$ cat src/inc/dram_ctl_pkg.sv
// constants shared by the dram address and refresh controller
// assumes a 20 MHz core clock; all strobes except the address latch strobe are active low at the pins
package dram_ctl_pkg;
   localparam int CLK_PERIOD_NS = 50;
   // write enable follow delay, rounded up to whole cycles
   localparam int WE_DELAY_NS = 20;
   localparam int WE_DELAY_CYC = (WE_DELAY_NS + CLK_PERIOD_NS - 1) / CLK_PERIOD_NS;
   // on-chip row hold and column setup delays
   localparam int ROW_HOLD_NS = 30;
   localparam int ROW_HOLD_CYC = (ROW_HOLD_NS + CLK_PERIOD_NS - 1) / CLK_PERIOD_NS;
   localparam int COL_SETUP_NS = 12;
   localparam int COL_SETUP_CYC = (COL_SETUP_NS + CLK_PERIOD_NS - 1) / CLK_PERIOD_NS;
   // mode codes {refresh_bit, bit1, bit0}
   localparam logic [2:0] MODE_EXT_REFRESH = 3'h0;
   localparam logic [2:0] MODE_AUTO_REFRESH = 3'h1;
   localparam logic [2:0] MODE_EXT_ACCESS = 3'h4;
   localparam logic [2:0] MODE_AUTO_ACCESS = 3'h5;
   // end-of-count selection
   localparam logic [1:0] EOC_SEL_127 = 2'h0;
   localparam logic [1:0] EOC_SEL_255 = 2'h1;
   localparam int EOC_127 = 127;
   localparam int EOC_255 = 255;
   localparam int EOC_511 = 511;
   // address source of the multiplexed outputs
   typedef enum logic [1:0] {SRC_ROW, SRC_COL, SRC_REFRESH} addr_src_t;
endpackage

$ cat src/hdl/dram_address_refresh_controller.sv
// multi-mode dram address multiplexer, strobe sequencer and refresh control
// assumes host strobes are async pins, synchronised here; strobe outputs active low, enables active high
// Function
// RULE1: address strobe high passes inputs to latches
// RULE2: address strobe falling edge holds latched inputs
// RULE3: decode bank bits, assert one row strobe
// RULE4: after row strobe, switch to column, then column strobe
// RULE5: write enable copies input after 20 ns (code: one 50 ns core_clk cycle after the two-stage synchroniser)
// RULE6: mode code 101 is automatic access
// RULE7: clearing refresh bit gives forced refresh mode
// RULE8: chip select high floats address outputs
// RULE9: chip select high floats strobe outputs too
// RULE10: mode 5 deselect with period clock high hides refresh
// RULE11: only one shared controller performs refresh
// RULE12: external low on refresh pin clears counter
// RULE13: refresh pin low at selected terminal count
// RULE14: auto refresh mode makes pin a request
// RULE15: address outputs from exactly one source
// RULE16: nine-bit variant shares clock inputs
// RULE17: nine-bit bus, eight-bit variant without shared clocks
// RULE18: refresh drives counter, all row strobes, no column
// RULE19: counter increments when row strobe input rises
// RULE20: counter runs full range, decode only
// RULE21: external access: inputs drive strobes and source
// RULE22: access delays are clock cycle counts
// RULE23: undefined modes idle strobes, row address out
`timescale 1ns/10ps
module dram_address_refresh_controller
   import dram_ctl_pkg::*;
#(
   parameter int ADDR_WIDTH = 9,
   parameter int ROW_HOLD_CYCLES = ROW_HOLD_CYC,
   parameter int COL_SETUP_CYCLES = COL_SETUP_CYC,
   parameter int WE_DELAY_CYCLES = WE_DELAY_CYC
) (
   input wire logic core_clk,
   input wire logic reset,
   input wire logic [ADDR_WIDTH-1:0] row_addr,
   input wire logic [ADDR_WIDTH-1:0] col_addr,
   input wire logic bank_select_lo,
   input wire logic bank_select_hi,
   input wire logic address_latch_strobe,
   input wire logic row_strobe_input_n,
   input wire logic column_strobe_input_n,
   input wire logic row_col_select,
   input wire logic write_enable_input_n,
   input wire logic chip_select_n,
   input wire logic mode_sel_bit0,
   input wire logic mode_sel_bit1,
   input wire logic mode_sel_refresh_bit,
   input wire logic [1:0] eoc_sel,
   input wire logic refresh_status_pin_in,
   output logic refresh_status_pin_out,
   output logic refresh_status_pin_oe,
   output logic [ADDR_WIDTH-1:0] mux_addr,
   output logic mux_addr_oe,
   output logic [3:0] row_strobe_n,
   output logic column_strobe_n,
   output logic write_enable_n,
   output logic strobe_oe
);
   localparam int NSYNC = 12 + 2 * ADDR_WIDTH;
   localparam bit SHARED_CLOCKS = (ADDR_WIDTH >= 9); // [RULE16] [RULE17]

   ////////////////////////////////////////////////////////////////////////////
   // pin synchronisers
   logic [NSYNC-1:0] sync_in;
   logic [NSYNC-1:0] sync_out;
   logic als_s, ras_in_s, cas_in_s, rc_s, we_in_s, cs_n_s, rf_pin_s;
   logic [2:0] mode_s;
   logic [ADDR_WIDTH-1:0] row_addr_s, col_addr_s;
   logic [1:0] bank_s;

   assign sync_in = {row_addr, col_addr, bank_select_hi, bank_select_lo,
                     address_latch_strobe, row_strobe_input_n, column_strobe_input_n,
                     row_col_select, write_enable_input_n, chip_select_n,
                     mode_sel_refresh_bit, mode_sel_bit1, mode_sel_bit0,
                     refresh_status_pin_in};

   sync_two_ff #(.WIDTH(NSYNC)) u_sync (
      .core_clk(core_clk),
      .reset(reset),
      .async_in(sync_in),
      .sync_out(sync_out)
   );

   assign {als_s, ras_in_s, cas_in_s, rc_s, we_in_s, cs_n_s} = sync_out[9:4];
   assign mode_s = sync_out[3:1];
   assign rf_pin_s = sync_out[0];
   assign {row_addr_s, col_addr_s, bank_s} = sync_out[NSYNC-1:10];

   // period clock shares the row/column pin in the nine-bit variant
   logic period_clk;
   assign period_clk = SHARED_CLOCKS ? rc_s : 1'b0; // [RULE16]

   ////////////////////////////////////////////////////////////////////////////
   // input latches: transparent while strobe high, hold after it falls
   logic [ADDR_WIDTH-1:0] row_lat_reg, row_lat_next, col_lat_reg, col_lat_next;
   logic [1:0] bank_reg, bank_next;

   always_comb begin
      row_lat_next = row_lat_reg;
      col_lat_next = col_lat_reg;
      bank_next = bank_reg;
      if (als_s) begin
         row_lat_next = row_addr_s; // [RULE1]
         col_lat_next = col_addr_s;
         bank_next = bank_s;
      end // strobe low: hold [RULE2]
   end

   always_ff @(posedge core_clk or posedge reset) begin
      if (reset) begin
         row_lat_reg <= '0;
         col_lat_reg <= '0;
         bank_reg <= '0;
      end else begin
         row_lat_reg <= row_lat_next;
         col_lat_reg <= col_lat_next;
         bank_reg <= bank_next;
      end
   end

   ////////////////////////////////////////////////////////////////////////////
   // write enable delay line
   logic [WE_DELAY_CYCLES-1:0] we_pipe_reg, we_pipe_next;
   logic [WE_DELAY_CYCLES:0] we_shift;
   always_comb begin
      we_shift = {we_in_s, we_pipe_reg};
      we_pipe_next = we_shift[WE_DELAY_CYCLES:1];
   end
   always_ff @(posedge core_clk or posedge reset) begin
      if (reset) begin
         we_pipe_reg <= '1;
      end else begin
         we_pipe_reg <= we_pipe_next;
      end
   end
   assign write_enable_n = we_pipe_reg[0]; // [RULE5]

   ////////////////////////////////////////////////////////////////////////////
   // automatic access sequencer
   typedef enum logic [1:0] {ACC_IDLE, ACC_ROW, ACC_COL, ACC_CAS} acc_state_t;
   acc_state_t acc_reg, acc_next;
   logic [7:0] dly_reg, dly_next;
   logic auto_mode, ext_mode, forced_ref, auto_ref, hidden_ref, ras_prev_reg;

   assign auto_mode = (mode_s == MODE_AUTO_ACCESS); // [RULE6]
   assign forced_ref = (mode_s == MODE_EXT_REFRESH) || (mode_s == MODE_AUTO_REFRESH); // [RULE7]
   assign auto_ref = (mode_s == MODE_AUTO_REFRESH) && SHARED_CLOCKS;
   assign ext_mode = (mode_s == MODE_EXT_ACCESS);
   // deselected in mode 5 with period clock high: hidden refresh
   assign hidden_ref = auto_mode && cs_n_s && period_clk && SHARED_CLOCKS; // [RULE10]

   always_comb begin
      acc_next = acc_reg;
      dly_next = dly_reg;
      if (!auto_mode || cs_n_s || ras_in_s) begin
         acc_next = ACC_IDLE;
         dly_next = '0;
      end else begin
         case (acc_reg)
            ACC_IDLE: begin
               acc_next = ACC_ROW;
               dly_next = 8'(ROW_HOLD_CYCLES); // [RULE22]
            end
            ACC_ROW: begin
               if (dly_reg <= 8'h01) begin
                  acc_next = ACC_COL; // [RULE4]
                  dly_next = 8'(COL_SETUP_CYCLES);
               end else begin
                  dly_next = dly_reg - 8'h01;
               end
            end
            ACC_COL: begin
               if (dly_reg <= 8'h01) begin
                  acc_next = ACC_CAS; // [RULE4]
               end else begin
                  dly_next = dly_reg - 8'h01;
               end
            end
            default: acc_next = ACC_CAS;
         endcase
      end
   end

   always_ff @(posedge core_clk or posedge reset) begin
      if (reset) begin
         acc_reg <= ACC_IDLE;
         dly_reg <= '0;
         ras_prev_reg <= 1'b1;
      end else begin
         acc_reg <= acc_next;
         dly_reg <= dly_next;
         ras_prev_reg <= ras_in_s;
      end
   end

   ////////////////////////////////////////////////////////////////////////////
   // refresh counter
   logic [ADDR_WIDTH-1:0] ref_count;
   logic end_of_count, refreshing, ref_inc, pin_clear;

   assign refreshing = forced_ref || hidden_ref;
   assign ref_inc = refreshing && ras_in_s && !ras_prev_reg; // [RULE19]
   // our own pull-down still shows on the synced pin for two cycles after release
   logic [1:0] oe_hist_reg, oe_hist_next;
   assign oe_hist_next = {oe_hist_reg[0], refresh_status_pin_oe};
   always_ff @(posedge core_clk or posedge reset) begin
      if (reset) begin
         oe_hist_reg <= '0;
      end else begin
         oe_hist_reg <= oe_hist_next;
      end
   end
   // external low only counts when we have not driven it lately
   assign pin_clear = !rf_pin_s && !refresh_status_pin_oe && (oe_hist_reg == 2'h0); // [RULE12]

   refresh_counter #(.WIDTH(ADDR_WIDTH)) u_refresh_counter (
      .core_clk(core_clk),
      .reset(reset),
      .inc_pulse(ref_inc),
      .clear(pin_clear),
      .eoc_sel(eoc_sel),
      .count(ref_count),
      .end_of_count(end_of_count)
   );

   ////////////////////////////////////////////////////////////////////////////
   // output registers: address source, strobes, enables
   logic [ADDR_WIDTH-1:0] addr_reg, addr_next;
   logic [3:0] ras_o_reg, ras_o_next, bank_dec;
   logic cas_o_reg, cas_o_next, aoe_reg, aoe_next, soe_reg, soe_next;
   logic req_reg, req_next;
   addr_src_t src;

   always_comb begin
      bank_dec = 4'h0;
      bank_dec[bank_reg] = 1'b1; // [RULE3]
      src = SRC_ROW; // [RULE23]
      ras_o_next = 4'hF;
      cas_o_next = 1'b1;
      if (refreshing) begin
         src = SRC_REFRESH; // [RULE18]
         ras_o_next = ras_in_s ? 4'hF : 4'h0;
      end else if (auto_mode && !cs_n_s) begin
         src = (acc_reg == ACC_COL || acc_reg == ACC_CAS) ? SRC_COL : SRC_ROW;
         ras_o_next = ras_in_s ? 4'hF : ~bank_dec; // [RULE3]
         cas_o_next = (acc_reg != ACC_CAS); // [RULE4]
      end else if (ext_mode && !cs_n_s) begin
         src = rc_s ? SRC_ROW : SRC_COL; // [RULE21]
         ras_o_next = ras_in_s ? 4'hF : ~bank_dec;
         cas_o_next = cas_in_s;
      end
      case (src)
         SRC_COL: addr_next = col_lat_reg; // [RULE15]
         SRC_REFRESH: addr_next = ref_count;
         default: addr_next = row_lat_reg;
      endcase
      aoe_next = !cs_n_s || hidden_ref; // [RULE8]
      soe_next = !cs_n_s || hidden_ref; // [RULE9]
      req_next = auto_ref ? !period_clk : 1'b0; // [RULE14]
   end

   always_ff @(posedge core_clk or posedge reset) begin
      if (reset) begin
         addr_reg <= '0;
         ras_o_reg <= 4'hF;
         cas_o_reg <= 1'b1;
         aoe_reg <= 1'b0;
         soe_reg <= 1'b0;
         req_reg <= 1'b0;
      end else begin
         addr_reg <= addr_next;
         ras_o_reg <= ras_o_next;
         cas_o_reg <= cas_o_next;
         aoe_reg <= aoe_next;
         soe_reg <= soe_next;
         req_reg <= req_next;
      end
   end

   assign mux_addr = addr_reg;
   assign mux_addr_oe = aoe_reg;
   assign row_strobe_n = ras_o_reg;
   assign column_strobe_n = cas_o_reg;
   assign strobe_oe = soe_reg;
   // open-drain: drive low on request or end of count
   assign refresh_status_pin_out = 1'b0;
   assign refresh_status_pin_oe = auto_ref ? req_reg : end_of_count; // [RULE13] [RULE14]
endmodule // dram_address_refresh_controller

$ cat src/hdl/refresh_counter.sv
// refresh row counter with clear and end-of-count decode
// assumes inc_pulse and clear are one-cycle or level signals on core_clk
`timescale 1ns/10ps
module refresh_counter
   import dram_ctl_pkg::*;
#(
   parameter int WIDTH = 9
) (
   input wire logic core_clk,
   input wire logic reset,
   input wire logic inc_pulse,
   input wire logic clear,
   input wire logic [1:0] eoc_sel,
   output logic [WIDTH-1:0] count,
   output logic end_of_count
);
   logic [WIDTH-1:0] count_reg;
   logic [WIDTH-1:0] count_next;
   logic [WIDTH-1:0] term;

   ////////////////////////////////////////////////////////////////////////////
   // count, clear wins; wraps at full range regardless of terminal setting
   always_comb begin
      count_next = count_reg;
      if (clear) begin
         count_next = '0; // [RULE12]
      end else if (inc_pulse) begin
         count_next = count_reg + 1'b1; // [RULE19] [RULE20]
      end
   end

   always_ff @(posedge core_clk or posedge reset) begin
      if (reset) begin
         count_reg <= '0;
      end else begin
         count_reg <= count_next;
      end
   end

   // terminal count decode only, never resets the counter
   always_comb begin
      if (eoc_sel == EOC_SEL_127) begin
         term = WIDTH'(EOC_127);
      end else if (eoc_sel == EOC_SEL_255 || WIDTH < 9) begin
         term = WIDTH'(EOC_255);
      end else begin
         term = WIDTH'(EOC_511);
      end
   end

   assign count = count_reg;
   assign end_of_count = (count_reg == term); // [RULE13]
endmodule // refresh_counter

$ cat src/hdl/sync_two_ff.sv
// two flip-flop synchroniser for asynchronous pin inputs
// assumes the destination runs on core_clk
`timescale 1ns/10ps
module sync_two_ff #(
   parameter int WIDTH = 1
) (
   input wire logic core_clk,
   input wire logic reset,
   input wire logic [WIDTH-1:0] async_in,
   output logic [WIDTH-1:0] sync_out
);
   logic [WIDTH-1:0] meta_reg;
   logic [WIDTH-1:0] meta_next;
   logic [WIDTH-1:0] sync_reg;
   logic [WIDTH-1:0] sync_next;

   ////////////////////////////////////////////////////////////////////////////
   // next values: first stage only feeds the second
   always_comb begin
      meta_next = async_in;
      sync_next = meta_reg;
   end

   // register both stages
   always_ff @(posedge core_clk or posedge reset) begin
      if (reset) begin
         meta_reg <= '1;
         sync_reg <= '1;
      end else begin
         meta_reg <= meta_next;
         sync_reg <= sync_next;
      end
   end

   assign sync_out = sync_reg;
endmodule // sync_two_ff

$ cat config.mk
export PLATFORM = sky130hd
export DESIGN_NAME = dram_address_refresh_controller
export DESIGN_NICKNAME = d
export VERILOG_FILES = /design/src/inc/dram_ctl_pkg.sv /design/src/hdl/dram_address_refresh_controller.sv /design/src/hdl/refresh_counter.sv /design/src/hdl/sync_two_ff.sv
export SDC_FILE = /design/constraint.sdc
export NUM_CORES = 1
export LEC_CHECK = 0
export BUFFER_PORTS_ARGS = -buffer_cell sky130_fd_sc_hd__buf_2
export CAP_MARGIN = 20
export CORE_AREA = 2 2 95 97
export DETAILED_ROUTE_END_ITERATION = 8
export DIE_AREA = 0 0 97 99
export PLACE_DENSITY_LB_ADDON = 0.15
export RECOVER_POWER = 50
export REMOVE_ABC_BUFFERS = 1
export SLEW_MARGIN = 10
export SYNTH_ARGS = -nofsm -noshare
export SYNTH_HDL_FRONTEND = slang
export SYNTH_SLANG_ARGS = --single-unit
export TNS_END_PERCENT = 50
$ cat constraint.sdc
create_clock -name core_clk -period 2.8 [get_ports core_clk]
set_clock_uncertainty 0.05 [all_clocks]
set_input_delay 0 -clock core_clk [delete_from_list [all_inputs] [get_ports core_clk]]
set_output_delay 0 -clock core_clk [all_outputs]
set_load 0.02 [all_outputs]
## Yosys cells after proc, flatten, opt, wreduce, memory -nomap -nowiden

Cells that the tools add are included.

- Bits in registers: 119
- Bits in latches: 0
- RAM bits: 0
- Memory bits (read-only): 0
- Input bits: 34
- Output and inout bits: 19
- Logic and storage cells: 95
- Memories: 0

- Add/sub/neg operators: 2
- Multipliers: 0
- Divide/modulo/power cells: 0
- $lt $le $gt $ge: 3
- Equal/unequal tests: 14
- Shift operators: 0
- Mux-type cells: 30
- Bitwise logic cells: 1
- Reductions and logical operators: 29

Operators by type and width:

| cell | number |
|---|---|
| 9-bit two-way mux | 4 |
| 8-bit two-way mux | 3 |
| 8-bit case mux with 3 select lines | 1 |
| 4-bit two-way mux | 5 |
| 9-bit case mux with 2 select lines | 1 |
| 1-bit two-way mux | 10 |
| 9-bit by 1-bit adder with 9-bit output (second input constant) | 1 |
| 9-bit equality test | 1 |
| 1-bit logical AND | 9 |
| 3-bit != test (second input constant) | 3 |
| 8-bit by 1-bit <= comparator with 1-bit output (second input constant) | 1 |
| 2-bit two-way mux | 4 |
| 8-bit by 1-bit subtractor with 8-bit output (second input constant) | 1 |
| 2-bit by 1-bit equality test with 1-bit output (second input constant) | 3 |
| 2-bit equality test (second input constant) | 3 |
| 3-bit equality test (second input constant) | 2 |
| 1-bit zero test | 6 |
| 2-bit zero test | 3 |
| 1-bit logical OR | 6 |
| 2-bit case mux with 3 select lines | 1 |
| 4-bit NOT | 1 |
| 2-bit AND reduction | 2 |
| 4-bit nonzero test | 1 |
| 3-bit by 1-bit equality test with 1-bit output (second input constant) | 1 |
| 6 further kinds | 6 |

## Longest topological paths before layout

- Depth after elaboration: 9
- Mapped depth: 8
- Depth with buffers taken out: 7

## Hierarchy

Synthesis repeated with hierarchy kept, for this count alone.

- Cells, all modules: 310
- Area, all modules: 4362.9 sq um

By module, submodules not included:

| module | instances | cells each | area an instance (sq um) | seq. area each (sq um) |
|---|---|---|---|---|
| dram_address_refresh_controller | 1 | 198 | 2287.2 | 1260.0 |
| sync_two_ff | 1 | 61 | 1580.3 | 1576.5 |
| refresh_counter | 1 | 51 | 495.5 | 225.2 |

## Worst setup path before layout

Ideal clock, no wire load.

- Path type: flip-flop to flip-flop
- From: register u_sync.sync_reg[4] (netlist: u_sync.sync_out[4])
- To: register u_refresh_counter.count_reg[8] (netlist: u_refresh_counter.count[8])
- Library setup time: 0.146 ns
- Arrival: 1.847 ns
- Required time: 2.604 ns
- Slack: 0.756 ns
- Cell stages (with the launch flop): 6
- Buffers on the path: 0
- Period minus slack after synthesis: 2.044 ns
- Cells stage by stage: dfstp_2 > nand3_2 > a2111oi_4 > or4b_1 > xor2_1 > nor2_1

- Longest elaborated chain between the ends: 6

Ends and longest elaborated chain:

| what | line | text |
|---|---|---|
| start, declared | sync_two_ff.sv:14 | `logic [WIDTH-1:0] sync_reg;` |
| start signal, assigned | sync_two_ff.sv:31 | `sync_reg <= sync_next;` |
| 1-bit logical AND (2 in a row) | dram_address_refresh_controller.sv:153 | `assign hidden_ref = auto_mode && cs_n_s && period_clk && SHARED_CLOCKS;` |
| 1-bit logical OR | dram_address_refresh_controller.sv:204 | `assign refreshing = forced_ref \|\| hidden_ref;` |
| 1-bit logical AND (2 in a row) | dram_address_refresh_controller.sv:205 | `assign ref_inc = refreshing && ras_in_s && !ras_prev_reg;` |
| 2-bit nonzero test (no line) | n/a |  |
| end signal, assigned | refresh_counter.sv:36 | `count_reg <= count_next;` |
| end, declared | refresh_counter.sv:17 | `logic [WIDTH-1:0] count_reg;` |

No other way between the ends.
A chain may end at the register's enable or synchronous reset.

## Worst setup path in the final report

- From: register u_sync.sync_reg[1] (netlist: u_sync.sync_out[1])
- To: register dly_reg[7]

- Longest elaborated chain between the ends: 6
- Elaborated cells on any way between the ends: 8
- Those cells by class: 2 x eq/ne; 1 x mux; 5 x reduce/logical

Ends and longest elaborated chain:

| what | line | text |
|---|---|---|
| 3-bit equality test (*) | dram_address_refresh_controller.sv:148 | `assign auto_mode = (mode_s == MODE_AUTO_ACCESS);` |
| 1-bit zero test (*) | dram_address_refresh_controller.sv:158 | `if (!auto_mode \|\| cs_n_s \|\| ras_in_s) begin` |
| 1-bit logical OR (*) (2 in a row) | dram_address_refresh_controller.sv:158 |  |
| 3-bit != test (no line) or 4-bit nonzero test (tied branches) | n/a |  |
| 2-bit AND reduction (no line) | n/a |  |
| end signal, assigned | dram_address_refresh_controller.sv:194 | `dly_reg <= dly_next;` |
| end, declared | dram_address_refresh_controller.sv:145 | `logic [7:0] dly_reg, dly_next;` |

Every way passes the cells marked *; elsewhere a longest branch is shown, timed or not.

==> results.py <==
metrics = {
    "sta": {
        "fin_ws_ns": 0.434,
        "fin_crit_sh_pct": 84.5,
        "fin_tns_setup_ns": 0,
        "slew-limit-headroom_pct": -46.5,
        "final-setup-viol-count": 0,
        "grt_setup_unrepaired": "no",
        "report.final.slew_viol_count": 60,
        "worst-slew-pin-transition_ns": 2.20,
        "holdWs_ns": 0.0670,
        "max_clock_freq_mhz": 423,
        "hold_viol": 0,
        "fin_crit_ns": 2.37,
    },
    "worst_setup_path": {
        "worstSetupStartpointType": "register",
        "cp.arrival_ns": 2.75,
        "slowest_delay_ns": 0.62,
        "ff2ff_path_depth": 5,
        "critPathSlowestCell": "dfstp_1",
        "crit_required_ns": 3.19,
        "critPathKind": "reg -> reg",
        "endpoint": "dly_reg[7]",
        "cp-startpoint": "u_sync.sync_out[1]",
        "r2r-end": "dly_reg[7]",
        "rrSetupSlack_ns": 0.43,
        "end_kind": "register",
        "crit_path_cell_trace": "nand2b_1 > nor4b_2 > o211ai_1 > nor2b_1 > a22o_1",
        "r2r-start": "u_sync.sync_out[1]",
        "cp_max_fo": 7,
    },
    "clock_tree": {
        "cts-root-buf": "clkbuf_8",
        "cts_inserted_buffers": 17,
        "post_cts_buffers": 0,
        "clk_latency_ns": 0.51,
        "tritoncts": "done",
        "postCtsHoldBufs": 32,
        "htreeDepth": 4,
        "max-clock-path-buffers": 2,
        "cts_sinks": 119,
        "path_clk_slew_ns": 0.06,
        "ctsResizeCount": 0,
    },
    "synth": {
        "async_reset_ff_share_pct": 100,
        "yosys_warnings": 0,
        "avgSynthCellArea_um2": 14.2,
        "synth_flop_cell": "dfstp_2",
        "seq_area_frac_synth_pct": 71.3,
        "yosys-top-cells-area": "dfstp_2, dfrtp_1, mux2_2, nand2_1, ha_1",
        "syn_inst": 303,
        "synth_top_cell_by_area": "dfstp_2",
        "ys_seq_elements": 119,
        "synthDistinctLibCells": 42,
        "syn-cell-area_um2": 4290,
        "synth_top_area_share_pct": 41.0,
        "synth_edf_count": 0,
    },
    "final_layout": {
        "antenna-diode-count": 0,
        "seq_area_um2": 3060,
        "nFillCells": 618,
        "nets": 446,
        "area_growth_pct": 30.2,
        "multi_input_area_um2": 1150,
        "drive_gt1_share_pct": 42.2,
    },
    "floorplanning": {
        "die_w_um": 97,
        "rows": 34,
        "die_area_um2": 9600,
        "io_pins": 53,
        "core_um2": 8550,
        "start_util_pct": 50.2,
        "dieHeight_um": 99,
    },
    "grt": {
        "grt_start_max_net_pins": 61,
        "grt_pass1_vias": 2635,
        "grt_pass1_wl_mm": 12.5,
        "grt_usage_pct": 17.1,
        "antenna_found_initial": 0,
        "grt_overflow_total": 0,
    },
    "place": {
        "portBuffers": 51,
        "dp_hpwl_mm": 4.79,
        "dp_slack_ns": 0.517,
        "place.gp.congestion": 0.812,
    },
    "route": {
        "routedWlPerCell_um": 14.4,
        "postRouteAntennaNets": 0,
        "drt_iter0_markers": 108,
        "via_count": 2542,
        "viasPerCell": 4.84,
        "dr.pass1.iters": 4,
        "drt-total-wl_mm": 7.57,
        "drcViolationCount": 0,
    },
    "worst_hold_path": {
        "min_path_type": "in -> reg",
    },
    "pwr": {
        "pwr-share-clk_pct": 48.3,
        "p_sw_mw": 0.929,
        "seqPwrFrac_pct": 46.1,
        "p_leak_nw": 2.45,
        "swShare_pct": 22.5,
        "power.density_nw_per_um2": 738,
        "p_comb_share_pct": 5.6,
        "p_int_mw": 3.19,
        "worst_ir_drop_vdd_mv": 0.399,
    },
    "flow_run": {
        "cap_violations": 1,
    },
    "run_status": {
        "run_status": "finished with violations",
        "failed_checks": "capacitance limit, slew limit",
    },
}
## layout make-up
cell class                 count  share of cell area (%)
clock buffer                  19                    7.90
clock inverter                13                    2.22
inverter                      10                   0.672
multi-input combinational    166                    20.7
sequential                   119                    54.8
tap                          108                    2.42
timing repair buffer          90                    11.3
## metal layers
| layer | share of wire (%) | vias to the layer above | global-route usage, % |
|---|---|---|---|
| li1 | - | 1243 | - |
| met3 | 3.7 | 8 | 6.74 |
| met2 | 46 | 52 | 25.5 |
| met4 | 1.2 | 0 | 7.04 |
| met1 | 49 | 1239 | 22.6 |
| met5 | 0 | - | 0 |
## worst max-delay path: cells and delay by family (launching register included)
family | cells | cell delay (ns)
AO/OA/AOI/OAI | 2 | 0.54
flip-flops | 1 | 0.62
AND/OR/NAND/NOR | 3 | 1.08
## cell usage after synthesis (2+ instances only)
library cell,number
a22o_1,7
dfrtp_1,52
xnor2_1,4
nand2_1,30
dfstp_2,67
a22oi_1,9
nand3_1,4
nor4_1,4
mux2_2,20
nor3_1,7
nor2b_1,4
xor2_1,5
buf_4,2
nor3b_1,3
a21oi_1,4
inv_1,10
and3_1,2
clkbuf_1,6
nor2_1,16
o21ai_0,16
ha_1,8
nand2b_1,2
nand4_1,2
## worst min path at each step
stage / startpoint / to / slack, ns / depth (start not counted)
after global placement: row_addr[8] / u_sync.meta_reg[29] / 0.05 / 1
after CTS: eoc_sel[0] / oe_hist_reg[0] / 0.04 / 4
after global routing: row_addr[1] / u_sync.meta_reg[22] / 0.05 / 2
final: eoc_sel[0] / oe_hist_reg[0] / 0.07 / 4
after detailed placement: row_addr[4] / u_sync.meta_reg[25] / 0.06 / 1
after floorplan: refresh_status_pin_in / u_sync.meta_reg[0] / -0.05 / 0
## through the flow
| step | instance area (µm²) | instances | utilization [%] | power (mW) |
|---|---|---|---|---|
| 2_1_floorplan | 4250 | 295 | - | 2.04 |
| 3_3_place_gp | 4710 | 461 | 55.1 | 2.12 |
| 3_5_place_dp | 4710 | 461 | 55.1 | 2.13 |
| 4_1_cts | 5600 | 525 | 65.5 | 4.19 |
| 5_1_grt | 5590 | 525 | 65.3 | 4.29 |
| 6_report | 5590 | 525 | 65.3 | 4.12 |
## power by group through the flow
| stage | Sequential (mW) | Combinational [mW] | Clock (mW) |
|---|---|---|---|
| 5_1_grt | 1.91 | 0.254 | 2.12 |
| 3_3_place_gp | 1.93 | 0.196 | 0 |
| 6_report | 1.90 | 0.229 | 1.99 |
| 3_5_place_dp | 1.93 | 0.200 | 0 |
| 2_1_floorplan | 1.94 | 0.0936 | 0 |
| 4_1_cts | 1.90 | 0.236 | 2.05 |
## cells in the final DEF, fill, tap and decap left out, types with 8 or more instances in the layout
cell type	instances
dlygate4sd3_1	32
o21ai_0	16
ha_1	8
nor2_1	16
mux2_2	20
clkbuf_16	16
dfrtp_1	52
a22oi_1	9
dfstp_2	65
buf_2	45
nand2_1	30
inv_1	10
## cell families (layout without fill, tap and decap cells)
kind of cell               count (synthesis)  in the layout  share of synthesized area, %
and+or+nand+nor                           83             83                          9.85
buffers and inverters                     18            132                          1.75
DFF                                      119            119                          71.3
xor gates and xnor gates                   9              9                          1.84
other                                      1              1                        0.0874
AOI/OAI and AO/OA                         44             44                          7.32
adders and majority gates                  8              8                          2.33
muxes                                     21             21                          5.48
Power figures use the tool's default switching activity.
